<file path="config.mk">
export PLATFORM = sky130hd
export DESIGN_NAME = excseq_top
export DESIGN_NICKNAME = d
export VERILOG_FILES = /design/src/logic/excseq_pkg.sv /design/src/logic/excseq_vecgen.sv /design/src/logic/excseq_intsel.sv /design/src/logic/excseq_top.sv
export SDC_FILE = /design/constraint.sdc
export NUM_CORES = 1
export LEC_CHECK = 0
export BUFFER_PORTS_ARGS = -buffer_cell sky130_fd_sc_hd__buf_2
export CAP_MARGIN = 10
export CORE_MARGIN = 1
export CORE_UTILIZATION = 30
export CTS_BUF_LIST = sky130_fd_sc_hd__clkbuf_8
export CTS_CLUSTER_SIZE = 12
export DETAILED_ROUTE_END_ITERATION = 16
export GPL_TIMING_DRIVEN = 0
export HOLD_SLACK_MARGIN = 0.02
export PLACE_DENSITY = 0.53
export SLEW_MARGIN = 5
export SYNTH_ARGS = -nofsm -noshare
export SYNTH_HDL_FRONTEND = slang
export SYNTH_SLANG_ARGS = --single-unit
</file>
<file path="constraint.sdc">
create_clock -name sys_clk_in -period 5.4 [get_ports sys_clk_in]
set_input_delay 0.81 -clock sys_clk_in [delete_from_list [all_inputs] [get_ports sys_clk_in]]
set_output_delay 0.81 -clock sys_clk_in [all_outputs]
set_load 0.05 [all_outputs]
</file>
<file path="src/logic/excseq_pkg.sv">
package excseq_pkg;
  localparam int VEC_W = 7;
  localparam int ADDR_W = 16;
  localparam int PRI_W = 2;
  localparam logic [VEC_W-1:0] VEC_RESET = 7'h00;
  localparam logic [VEC_W-1:0] VEC_DIRECT = 7'h06;
  localparam logic [VEC_W-1:0] VEC_NMI = 7'h07;
  localparam logic [VEC_W-1:0] VEC_TRAP_BASE = 7'h08;
  localparam logic [VEC_W-1:0] VEC_ATRAP_BASE = 7'h10;
  localparam logic [VEC_W-1:0] VEC_IRQ_BASE = 7'h15;
  localparam logic [VEC_W-1:0] VEC_INT_FIRST = 7'h1E;
  localparam logic [VEC_W-1:0] VEC_INT_LAST = 7'h43;
  localparam int VEC_SHIFT = 2;
  localparam int N_IRQ = 6;
  localparam int N_ATRAP = 3;
  localparam logic [PRI_W-1:0] PRI_NONE = 2'h0;
  localparam logic CCR_I_RESET = 1'b1;
  localparam logic CCR_UI_RESET = 1'b0;
  localparam logic T_RESET = 1'b0;
  localparam logic [1:0] MODE_RESET = 2'h0;
  localparam int STACK_STEPS = 2;

  typedef enum logic [2:0] {
    EXCSEQ_RESET = 3'b000,
    EXCSEQ_RUN = 3'b001,
    EXCSEQ_STACK = 3'b011,
    EXCSEQ_MASK = 3'b010,
    EXCSEQ_VECTOR = 3'b110
  } excseq_state_t;

  typedef enum logic [2:0] {
    EXCSEQ_K_NONE = 3'h0,
    EXCSEQ_K_RESET = 3'h1,
    EXCSEQ_K_INT = 3'h2,
    EXCSEQ_K_DIRECT = 3'h3,
    EXCSEQ_K_TRAP = 3'h4
  } excseq_kind_t;
endpackage

</file>
<file path="src/logic/excseq_vecgen.sv">
`timescale 1ns/1ps
module excseq_vecgen (
  input wire logic [excseq_pkg::VEC_W-1:0] vec_num_in,
  output logic [excseq_pkg::ADDR_W-1:0] vec_addr_out,
  output logic vec_ok_out
);
  import excseq_pkg::*;
  // vector slot is four bytes at four times the number
  assign vec_addr_out = {{(ADDR_W-VEC_W-VEC_SHIFT){1'b0}}, vec_num_in, {VEC_SHIFT{1'b0}}};
  // reserved slots are refused so a bad source id cannot start a fetch
  always_comb begin
    vec_ok_out = 1'b0;
    if (vec_num_in == VEC_RESET || vec_num_in == VEC_DIRECT || vec_num_in == VEC_NMI) begin
      vec_ok_out = 1'b1;
    end else if (vec_num_in >= VEC_TRAP_BASE && vec_num_in < VEC_TRAP_BASE + 7'h04) begin
      vec_ok_out = 1'b1;
    end else if (vec_num_in >= VEC_ATRAP_BASE && vec_num_in < VEC_IRQ_BASE + 7'h06) begin
      vec_ok_out = 1'b1;
    end else if (vec_num_in >= VEC_INT_FIRST && vec_num_in <= VEC_INT_LAST) begin
      vec_ok_out = 1'b1;
    end
  end
endmodule

</file>
<file path="src/logic/excseq_intsel.sv">
`timescale 1ns/1ps
module excseq_intsel (
  input wire logic nmi_req_in,
  input wire logic [excseq_pkg::N_IRQ-1:0] ext_request_lines_in,
  input wire logic [2*excseq_pkg::N_IRQ-1:0] irq_level_in,
  input wire logic periph_req_in,
  input wire logic [excseq_pkg::VEC_W-1:0] periph_vec_in,
  input wire logic [excseq_pkg::PRI_W-1:0] periph_level_in,
  input wire logic ccr_i_in,
  input wire logic user_mask_flag_in,
  input wire logic mode1_in,
  output logic int_valid_out,
  output logic [excseq_pkg::VEC_W-1:0] int_vec_out
);
  import excseq_pkg::*;

  // in mode 1 level 2 passes the user mask, level 1 only the global mask, level 0 never; mode 0 checks only the global mask
  function automatic logic lvl_pass(input logic [PRI_W-1:0] lvl, input logic gi, input logic ui, input logic m1);
    logic r;
    r = 1'b0;
    if (!m1) begin
      r = !gi;
    end else if (lvl == 2'h2) begin
      r = !gi || !ui;
    end else if (lvl != PRI_NONE) begin
      r = !gi;
    end
    return r;
  endfunction

  always_comb begin
    int_valid_out = 1'b0;
    int_vec_out = VEC_NMI;
    if (nmi_req_in) begin
      int_valid_out = 1'b1;
    end else begin
      for (int k = N_IRQ - 1; k >= 0; k--) begin
        if (ext_request_lines_in[k] && lvl_pass(irq_level_in[2*k +: 2], ccr_i_in, user_mask_flag_in, mode1_in)) begin
          int_valid_out = 1'b1;
          int_vec_out = VEC_IRQ_BASE + 7'(k);
        end
      end
      if (!int_valid_out && periph_req_in && lvl_pass(periph_level_in, ccr_i_in, user_mask_flag_in, mode1_in)) begin
        int_valid_out = 1'b1;
        int_vec_out = periph_vec_in;
      end
    end
  end
endmodule

</file>
<file path="src/logic/excseq_top.sv">
`timescale 1ns/1ps
module excseq_top (
  input wire logic sys_clk_in,
  input wire logic rst_in,
  input wire logic ext_reset_pin_n_in,
  input wire logic wdt_overflow_in,
  input wire logic ctrl_mode_sel_lo_in,
  input wire logic ctrl_mode_sel_wr_in,
  input wire logic nmi_req_in,
  input wire logic [excseq_pkg::N_IRQ-1:0] ext_request_lines_in,
  input wire logic [2*excseq_pkg::N_IRQ-1:0] irq_level_in,
  input wire logic periph_req_in,
  input wire logic [excseq_pkg::VEC_W-1:0] periph_vec_in,
  input wire logic [excseq_pkg::PRI_W-1:0] periph_level_in,
  input wire logic [excseq_pkg::N_ATRAP-1:0] addr_trap_in,
  input wire logic insn_boundary_in,
  input wire logic last_flag_op_in,
  input wire logic soft_trap_op_in,
  input wire logic [1:0] soft_trap_num_in,
  input wire logic direct_trans_in,
  input wire logic return_from_exception_op_in,
  input wire logic ccr_wr_in,
  input wire logic ccr_i_wr_in,
  input wire logic ccr_ui_wr_in,
  output logic cpu_run_out,
  output logic exc_busy_out,
  output logic stack_push_out,
  output logic stack_sel_ccr_out,
  output logic pc_load_out,
  output logic [excseq_pkg::ADDR_W-1:0] vec_addr_out,
  output logic [excseq_pkg::VEC_W-1:0] vec_num_out,
  output logic ccr_i_out,
  output logic user_mask_flag_out,
  output logic trace_flag_out,
  output logic [1:0] int_mode_out,
  output logic int_block_out,
  output logic periph_reset_out,
  output logic direct_pend_out
);
  import excseq_pkg::*;

  // sequencer state and the flags it owns
  excseq_state_t state_q;
  excseq_kind_t kind_q;
  logic pin_q;
  logic ccr_i_q;
  logic ui_q;
  logic t_q;
  logic [1:0] mode_q;
  logic block_q;
  logic no_int_q;
  logic direct_pend_q;

  // what goes out to the fetch and stack logic
  logic [VEC_W-1:0] vec_q;
  logic [STACK_STEPS-1:0] step_q;
  logic stack_push_q;
  logic stack_sel_q;
  logic pc_load_q;
  logic [ADDR_W-1:0] vaddr_q;

  // request decoding, all combinational
  logic int_valid;
  logic [VEC_W-1:0] int_vec;
  logic [ADDR_W-1:0] vaddr_d;
  logic vec_ok;
  logic reset_now;
  logic reset_go;
  logic atrap_any;
  logic [VEC_W-1:0] atrap_vec;
  logic take_int;
  logic take_direct;
  logic take_trap;
  logic [VEC_W-1:0] next_vec_d;

  // the flags word is the last of the stacking beats
  function automatic logic ccr_beat(input excseq_state_t st, input logic [STACK_STEPS-1:0] stp);
    return st == EXCSEQ_STACK && stp == 2'(STACK_STEPS - 1);
  endfunction

  // interrupt pick: nmi, then the request pins, then the peripheral
  excseq_intsel u_intsel (
    .nmi_req_in(nmi_req_in),
    .ext_request_lines_in(ext_request_lines_in),
    .irq_level_in(irq_level_in),
    .periph_req_in(periph_req_in),
    .periph_vec_in(periph_vec_in),
    .periph_level_in(periph_level_in),
    .ccr_i_in(ccr_i_q),
    .user_mask_flag_in(ui_q),
    .mode1_in(mode_q[0]),
    .int_valid_out(int_valid),
    .int_vec_out(int_vec)
  );

  // number to slot address, plus a guard against reserved numbers
  excseq_vecgen u_vecgen (
    .vec_num_in(vec_q),
    .vec_addr_out(vaddr_d),
    .vec_ok_out(vec_ok)
  );

  // pin low or watchdog: hold everything in reset
  assign reset_now = rst_in || !ext_reset_pin_n_in || wdt_overflow_in;
  // reset exception begins on the pin rising or on watchdog overflow
  assign reset_go = (ext_reset_pin_n_in && !pin_q) || wdt_overflow_in;

  // address traps rank by index, the lowest wins
  always_comb begin
    atrap_any = 1'b0;
    atrap_vec = VEC_ATRAP_BASE;
    for (int k = N_ATRAP - 1; k >= 0; k--) begin
      if (addr_trap_in[k]) begin
        atrap_any = 1'b1;
        atrap_vec = VEC_ATRAP_BASE + 7'(k);
      end
    end
  end

  // trace is never taken: modes with trace are not built, and none after return
  // interrupts are boundary-only and skipped after flag ops and straight after reset
  // a direct request ranks one edge after it arrives, so a trap pulse that meets
  // a fresh direct request is dropped rather than let it jump ahead
  always_comb begin
    take_int = 1'b0;
    take_direct = 1'b0;
    take_trap = 1'b0;
    if (insn_boundary_in && !last_flag_op_in && !block_q && !no_int_q && (int_valid || atrap_any)) begin
      take_int = 1'b1;
    end else if (direct_pend_q) begin
      take_direct = 1'b1;
    end else if (soft_trap_op_in && !direct_trans_in) begin
      take_trap = 1'b1;
    end
  end

  // the trap slot is the fallback; it is used only when nothing outranks it
  always_comb begin
    next_vec_d = VEC_TRAP_BASE + {5'h00, soft_trap_num_in};
    if (take_int) begin
      next_vec_d = nmi_req_in ? VEC_NMI : (int_valid ? int_vec : atrap_vec);
    end else if (take_direct) begin
      next_vec_d = VEC_DIRECT;
    end
  end

  // pin history, marks the release edge of the reset pin
  always_ff @(posedge sys_clk_in) begin
    pin_q <= ext_reset_pin_n_in;
  end

  // sequencer: reset skips stacking and goes straight to mask update
  always_ff @(posedge sys_clk_in) begin
    if (reset_now) begin
      state_q <= EXCSEQ_RESET;
      kind_q <= EXCSEQ_K_RESET;
      vec_q <= VEC_RESET;
      step_q <= '0;
    end else begin
      case (state_q)
        EXCSEQ_RESET: begin
          // no stacking: the stack pointer is not valid yet
          state_q <= EXCSEQ_MASK;
          kind_q <= EXCSEQ_K_RESET;
          vec_q <= VEC_RESET;
        end
        EXCSEQ_RUN: begin
          step_q <= '0;
          if (take_int) begin
            state_q <= EXCSEQ_STACK;
            kind_q <= EXCSEQ_K_INT;
            vec_q <= next_vec_d;
          end else if (take_direct) begin
            state_q <= EXCSEQ_STACK;
            kind_q <= EXCSEQ_K_DIRECT;
            vec_q <= next_vec_d;
          end else if (take_trap) begin
            state_q <= EXCSEQ_STACK;
            kind_q <= EXCSEQ_K_TRAP;
            vec_q <= next_vec_d;
          end
        end
        EXCSEQ_STACK: begin
          step_q <= step_q + 2'h1;
          if (ccr_beat(state_q, step_q)) begin
            state_q <= EXCSEQ_MASK;
          end
        end
        EXCSEQ_MASK: begin
          state_q <= EXCSEQ_VECTOR;
        end
        EXCSEQ_VECTOR: begin
          // pc_load_q rises on this same edge, so the fetch side loads the pc one edge later
          state_q <= EXCSEQ_RUN;
          kind_q <= EXCSEQ_K_NONE;
        end
        default: begin
          state_q <= EXCSEQ_RESET;
        end
      endcase
    end
  end

  // stack strobes: pc first, then flags
  always_ff @(posedge sys_clk_in) begin
    if (reset_now) begin
      stack_push_q <= 1'b0;
      stack_sel_q <= 1'b0;
    end else begin
      // strobes trail the beat by one edge so they line up with the pushed data
      stack_push_q <= state_q == EXCSEQ_STACK;
      stack_sel_q <= ccr_beat(state_q, step_q);
    end
  end

  // vector fetch: reserved numbers never produce a load
  always_ff @(posedge sys_clk_in) begin
    if (reset_now) begin
      pc_load_q <= 1'b0;
      vaddr_q <= '0;
    end else begin
      pc_load_q <= state_q == EXCSEQ_VECTOR && vec_ok;
      // address held until the next vector so the fetch side may sample late
      if (state_q == EXCSEQ_VECTOR) begin
        vaddr_q <= vaddr_d;
      end
    end
  end

  // flags: reset forces global mask and mode 0; every exception except reset also sets user mask in mode 1
  always_ff @(posedge sys_clk_in) begin
    if (reset_now) begin
      ccr_i_q <= CCR_I_RESET;
      ui_q <= CCR_UI_RESET;
      t_q <= T_RESET;
    end else if (state_q == EXCSEQ_MASK) begin
      ccr_i_q <= 1'b1;
      t_q <= 1'b0;
      if (kind_q != EXCSEQ_K_RESET && mode_q[0]) begin
        ui_q <= 1'b1;
      end
      // software writes land only between exceptions
    end else if (ccr_wr_in && state_q == EXCSEQ_RUN) begin
      ccr_i_q <= ccr_i_wr_in;
      ui_q <= ccr_ui_wr_in;
    end
  end

  // only the low mode bit is writable; the high one selects modes not built here
  always_ff @(posedge sys_clk_in) begin
    if (reset_now) begin
      mode_q <= MODE_RESET;
    end else if (ctrl_mode_sel_wr_in) begin
      mode_q <= {1'b0, ctrl_mode_sel_lo_in};
    end
  end

  // block all interrupts, nmi included, until two instructions have finished
  always_ff @(posedge sys_clk_in) begin
    if (reset_now) begin
      block_q <= 1'b1;
      no_int_q <= 1'b0;
    end else begin
      // the first boundary only drops the after-reset skip, the second lifts the block
      if (state_q == EXCSEQ_RUN && insn_boundary_in && kind_q == EXCSEQ_K_NONE) begin
        block_q <= no_int_q;
        no_int_q <= 1'b0;
      end
      if (state_q == EXCSEQ_VECTOR && kind_q == EXCSEQ_K_RESET) begin
        no_int_q <= 1'b1;
      end
    end
  end

  // direct transition request held until accepted; new request wins over clear
  always_ff @(posedge sys_clk_in) begin
    if (reset_now) begin
      direct_pend_q <= 1'b0;
    end else if (direct_trans_in) begin
      direct_pend_q <= 1'b1;
    end else if (take_direct && state_q == EXCSEQ_RUN) begin
      direct_pend_q <= 1'b0;
    end
  end

  // a pin or watchdog reset still shows as busy through the else branch
  always_ff @(posedge sys_clk_in) begin
    if (rst_in) begin
      cpu_run_out <= 1'b0;
      exc_busy_out <= 1'b1;
      periph_reset_out <= 1'b1;
    end else begin
      cpu_run_out <= state_q == EXCSEQ_RUN && !reset_now;
      exc_busy_out <= state_q != EXCSEQ_RUN || reset_now;
      periph_reset_out <= reset_now;
    end
  end

  // every output is a flop; these only rename
  assign stack_push_out = stack_push_q;
  assign stack_sel_ccr_out = stack_sel_q;
  assign pc_load_out = pc_load_q;
  assign vec_addr_out = vaddr_q;
  assign vec_num_out = vec_q;
  assign ccr_i_out = ccr_i_q;
  assign user_mask_flag_out = ui_q;
  assign trace_flag_out = t_q;
  assign int_mode_out = mode_q;
  assign int_block_out = block_q;
  assign direct_pend_out = direct_pend_q;

  // return from exception never triggers trace; the input is accepted and has no effect
  logic unused_rte;
  assign unused_rte = return_from_exception_op_in ^ reset_go;
endmodule

</file>
==> metrics.sh <==
YS_TYPES=58
DETAIL_ROUTE.DRC_VIOLATIONS=0
LAYOUT_CELLS_SIZED_ABOVE_1_PCT=33.77
SYNTH_EDF_COUNT=0
POWER_FRAC_CLOCK_PCT=43.1
CLOCK_TRANSITION_AT_THE_REGISTERS_OF_THE_REPORTED_PATHS_NS=0.07
CTS_BUFFERS=5
GRT_MOST_USED_LAYER='met2'
VIAS=1837
TRITONCTS='built'
SYNTH-WARNING-COUNT=0
FINALWORSTSETUPSLACK_NS=2.756
DESIGN.FINAL.NETS=354
SETUP.WORST_PATH.START='last_flag_op_in'
CLKLATENCYLATEPIN_NS=0.29
SUMMED_NEGATIVE_SETUP_SLACK_OVER_ALL_ENDPOINTS_NS=0
FMAX_GHz=0.3782
ROUTED_VIA_DENSITY=4.834
CLOCK_TREE.BUFFER_DEPTH=2
GRT_START_MAX_NET_PINS=11
POWER.COMBINATIONAL.FRACTION_PCT=11.3
DOMINANTREGCELLSYNTH='sky130_fd_sc_hd__dfxtp_1'
HOLD_PATH_STARTPOINT='vec_addr_out[2]$_SDFFE_PP0P_'
NUMBER_OF_BUFFER_CELLS_ADDED_ON_PRIMARY_PORTS=71
IO_PINS=84
SYN-INSTANCE-COUNT=217
MAPPEDNETLISTAREA_MM2=0.001872
DETAIL_ROUTE.FIRST_PASS.ITERATIONS=4
CTS.HTREE.LEVELS=2
WIRE_PER_INST_UM=12.84
ROUTED_WL_UM=4878
FINALWEIGHTEDCONGESTION=0.7738
TIMING.FINAL.SETUP_VIOLATIONS=0
GROUTE.LAYER.MET2.USAGE_PCT=26.64
STATUS='complete, no violations'
POWER.NET_SWITCHING_uW=130.3
FINAL-MAX-SLEW-VIOLATION-COUNT=0
CRITICAL_PATH.ENDPOINT_TYPE='register'
CLKSINKCOUNT=34
GRT_OVERFLOW=0
TRACK_USAGE_PCT=15.91
UNREPAIRED_SETUP_ENDPOINTS_AFTER_GLOBAL_ROUTING='false'
DIE_AREA_MM2=0.006559
POWER_DENSITY_mW_PER_MM2=224.6
AVGSYNTHCELLAREA_UM2=8.626
POSTCTSSETUPREPAIRBUFS=0
CTS-RESIZED-GATES=0
CTS.ROOT.BUFFER_CELL='sky130_fd_sc_hd__clkbuf_8'
SHARE_SEQ_OF_TOTAL_POWER_PCT=45.6
FINAL_MIN_PERIOD_OVER_CLOCK_PERIOD_PCT=48.97
GRT_FIRST_PASS_WIRELENGTH_UM=7866
FIRST_GLOBAL_VIAS=1722
WHS_NS=0.4525
IR_DROP_mV=0.1362
ANTENNA_CELLS=0
FLOORPLAN.DIE.WIDTH_UM=80.99
WORST_CLOCK_SKEW_NS=0.006748
CRITICALPATHCATEGORY='input pin to register'
SYNTH_LARGEST_AREA_CELL='sky130_fd_sc_hd__dfxtp_1'
SYNTH-SEQ-AREA-SHARE_PCT=36.36
ANT_NETS=0
P_LEAK_nW=1.077
MAXCAPVIOLCOUNT=0
INTERNAL_POWER_uW=424.6
YOSYSTOPAREACELLSHARE_PCT=36.36
FLOORPLAN.CORE_AREA_MM2=0.005956
YOSYS_REGISTER_BITS=34
LARGEST_DRIVER_FANOUT_ON_THE_CRITICAL_PATH=3
GRTUSAGEMET3_PCT=3.820
PLACE.DETAILED.HPWL_UM=3915
NETLIST_TOP_CELLS_AREA='sky130_fd_sc_hd__dfxtp_1, sky130_fd_sc_hd__nand2_1, sky130_fd_sc_hd__buf_4'
SWITCHING_PORTION_OF_TOTAL_POWER_PCT=23.48
DETAILEDPLACE.WORSTSLACK_NS=2.419
ASYNC_FLOP_SHARE_PCT=0
CP_DATA_ARRIVAL_TIME_NS=2.88
REQUIRED_TIME_WORST_ENDPOINT_NS=5.64
START_UTIL_PCT=31.43
WORST_SLEW_PIN_SLEW_NS=1.001
FINALHOLDVIOLATIONS=0
MAX_SLEW_MARGIN_PCT=33.10
CP-START-KIND='input pin'
WORSTREG2REGSTART='no_int_q$_SDFFE_PP0P_'
OVERALL_POWER_OF_THE_COMPLETED_LAYOUT_uW=554.9
AREA_GROWTH_PCT=32.02
FLOORPLAN.ROWS=28
NUMBER_OF_ANTENNA_VIOLATIONS_AT_THE_FIRST_CHECK_IN_GLOBAL_ROUTING=0
TIMING.HOLD.WORST.CLASS='register to register'
CTS_HOLD_REPAIR.BUFFERS=0
DIEHEIGHT_UM=80.99
LAYOUT_MIN_CYCLE_TIME_NS=2.644
GRT.MET1_USAGE_PCT=19.71
DRTITER0DRC=69
power by group through the flow:
| stage | Clock (mW) | Sequential (mW) | Combinational (mW) |
|---|---|---|---|
| 2_1_floorplan | 0 | 0.260 | 0.0385 |
| 3_3_place_gp | 0 | 0.259 | 0.0629 |
| 3_5_place_dp | 0 | 0.259 | 0.0631 |
| 4_1_cts | 0.246 | 0.253 | 0.0631 |
| 5_1_grt | 0.261 | 0.253 | 0.0681 |
| 6_report | 0.239 | 0.253 | 0.0628 |
per-layer routing:
metal	vias up	part of all wire [%]
met3	9	5.4
met1	830	46
met5	-	0
met4	0	2.1
li1	949	-
met2	49	46
cell usage after synthesis, types with 2 or more instances:
library cell	count
sky130_fd_sc_hd__a32o_1	3
sky130_fd_sc_hd__nand2b_1	8
sky130_fd_sc_hd__o221ai_1	5
sky130_fd_sc_hd__or2b_1	2
sky130_fd_sc_hd__nor4b_1	2
sky130_fd_sc_hd__nor3_1	4
sky130_fd_sc_hd__o21ai_0	7
sky130_fd_sc_hd__a21oi_1	14
sky130_fd_sc_hd__a211oi_1	3
sky130_fd_sc_hd__nand3_1	2
sky130_fd_sc_hd__nand3b_1	4
sky130_fd_sc_hd__or3_1	2
sky130_fd_sc_hd__nor2_1	16
sky130_fd_sc_hd__a2111oi_0	2
sky130_fd_sc_hd__nor2b_1	2
sky130_fd_sc_hd__o221a_2	2
sky130_fd_sc_hd__and2_1	4
sky130_fd_sc_hd__dfxtp_1	34
sky130_fd_sc_hd__clkbuf_1	3
sky130_fd_sc_hd__a22o_1	2
sky130_fd_sc_hd__mux2i_1	4
sky130_fd_sc_hd__buf_4	13
sky130_fd_sc_hd__o2bb2ai_1	2
sky130_fd_sc_hd__nor3b_1	9
sky130_fd_sc_hd__inv_1	9
sky130_fd_sc_hd__nand2_1	27
path summary, 6_finish.rpt:
kind,end,slack [ns],cells after the start
min,vec_addr_out[2]$_SDFFE_PP0P_,0.45,2
min reg2reg,vec_addr_out[2]$_SDFFE_PP0P_,0.45,2
max,vec_num_out[5]$_SDFFE_PP0P_,2.76,6
max reg2reg,vec_num_out[5]$_SDFFE_PP0P_,2.99,5
state kept, by name (all words and copies together), names as in the netlist:
register / count
user_mask_flag_out: 1
kind_q: 3
int_block_out: 1
stack_push_out: 1
int_mode_out: 1
state_q: 3
cpu_run_out: 1
stack_sel_ccr_out: 1
step_q: 2
no_int_q: 1
vec_num_out: 7
periph_reset_out: 1
vec_addr_out: 7
exc_busy_out: 1
pc_load_out: 1
ccr_i_out: 1
direct_pend_out: 1
layout make-up:
type	instances	area, um^2
Multi-Input combinational cell	165	1067
Tap cell	75	93.84
Inverter	10	37.54
Timing Repair Buffer	71	355.3
Clock buffer	6	82.58
Fill cell	657	3485
Buffer	18	123.9
Sequential cell	34	680.7
Clock inverter	1	30.03
placed cells by master (no fill, tap or decap), drive strengths merged, types with 6 or more instances in the layout:
master	count
buf	86
dfxtp	34
nand2	27
nor2	16
a21oi	14
conb	11
inv	10
nor3b	10
clkbuf	9
nand2b	8
o21ai	7
o221ai	6
stage by stage:
stage	instances	instance area [um^2]	utilization (%)
after detailed placement	373	2359	39.60
after global placement	373	2359	39.60
after floorplan	227	1909	-
after CTS	380	2471	41.49
after global routing	380	2471	41.49
final	380	2471	41.49
cell families after synthesis:
logic type	count (synthesis)	share of synthesized area (%)
AO/OA/AOI/OAI	57	24.80
adder cells (fa/ha/maj)	2	1.203
buffers and inverters	28	8.622
flip-flops	34	36.36
multiplexers	4	2.139
other	1	0.2003
AND/OR/NAND/NOR	91	26.67
worst max-delay path, cell delays in order:
cell,delay [ns]
sky130_fd_sc_hd__buf_2,0.10
sky130_fd_sc_hd__nor4b_1,0.69
sky130_fd_sc_hd__nor2b_1,0.30
sky130_fd_sc_hd__nor3b_1,0.35
sky130_fd_sc_hd__nor4b_1,0.44
sky130_fd_sc_hd__a22o_1,0.19
Power figures use the tool's default switching activity.
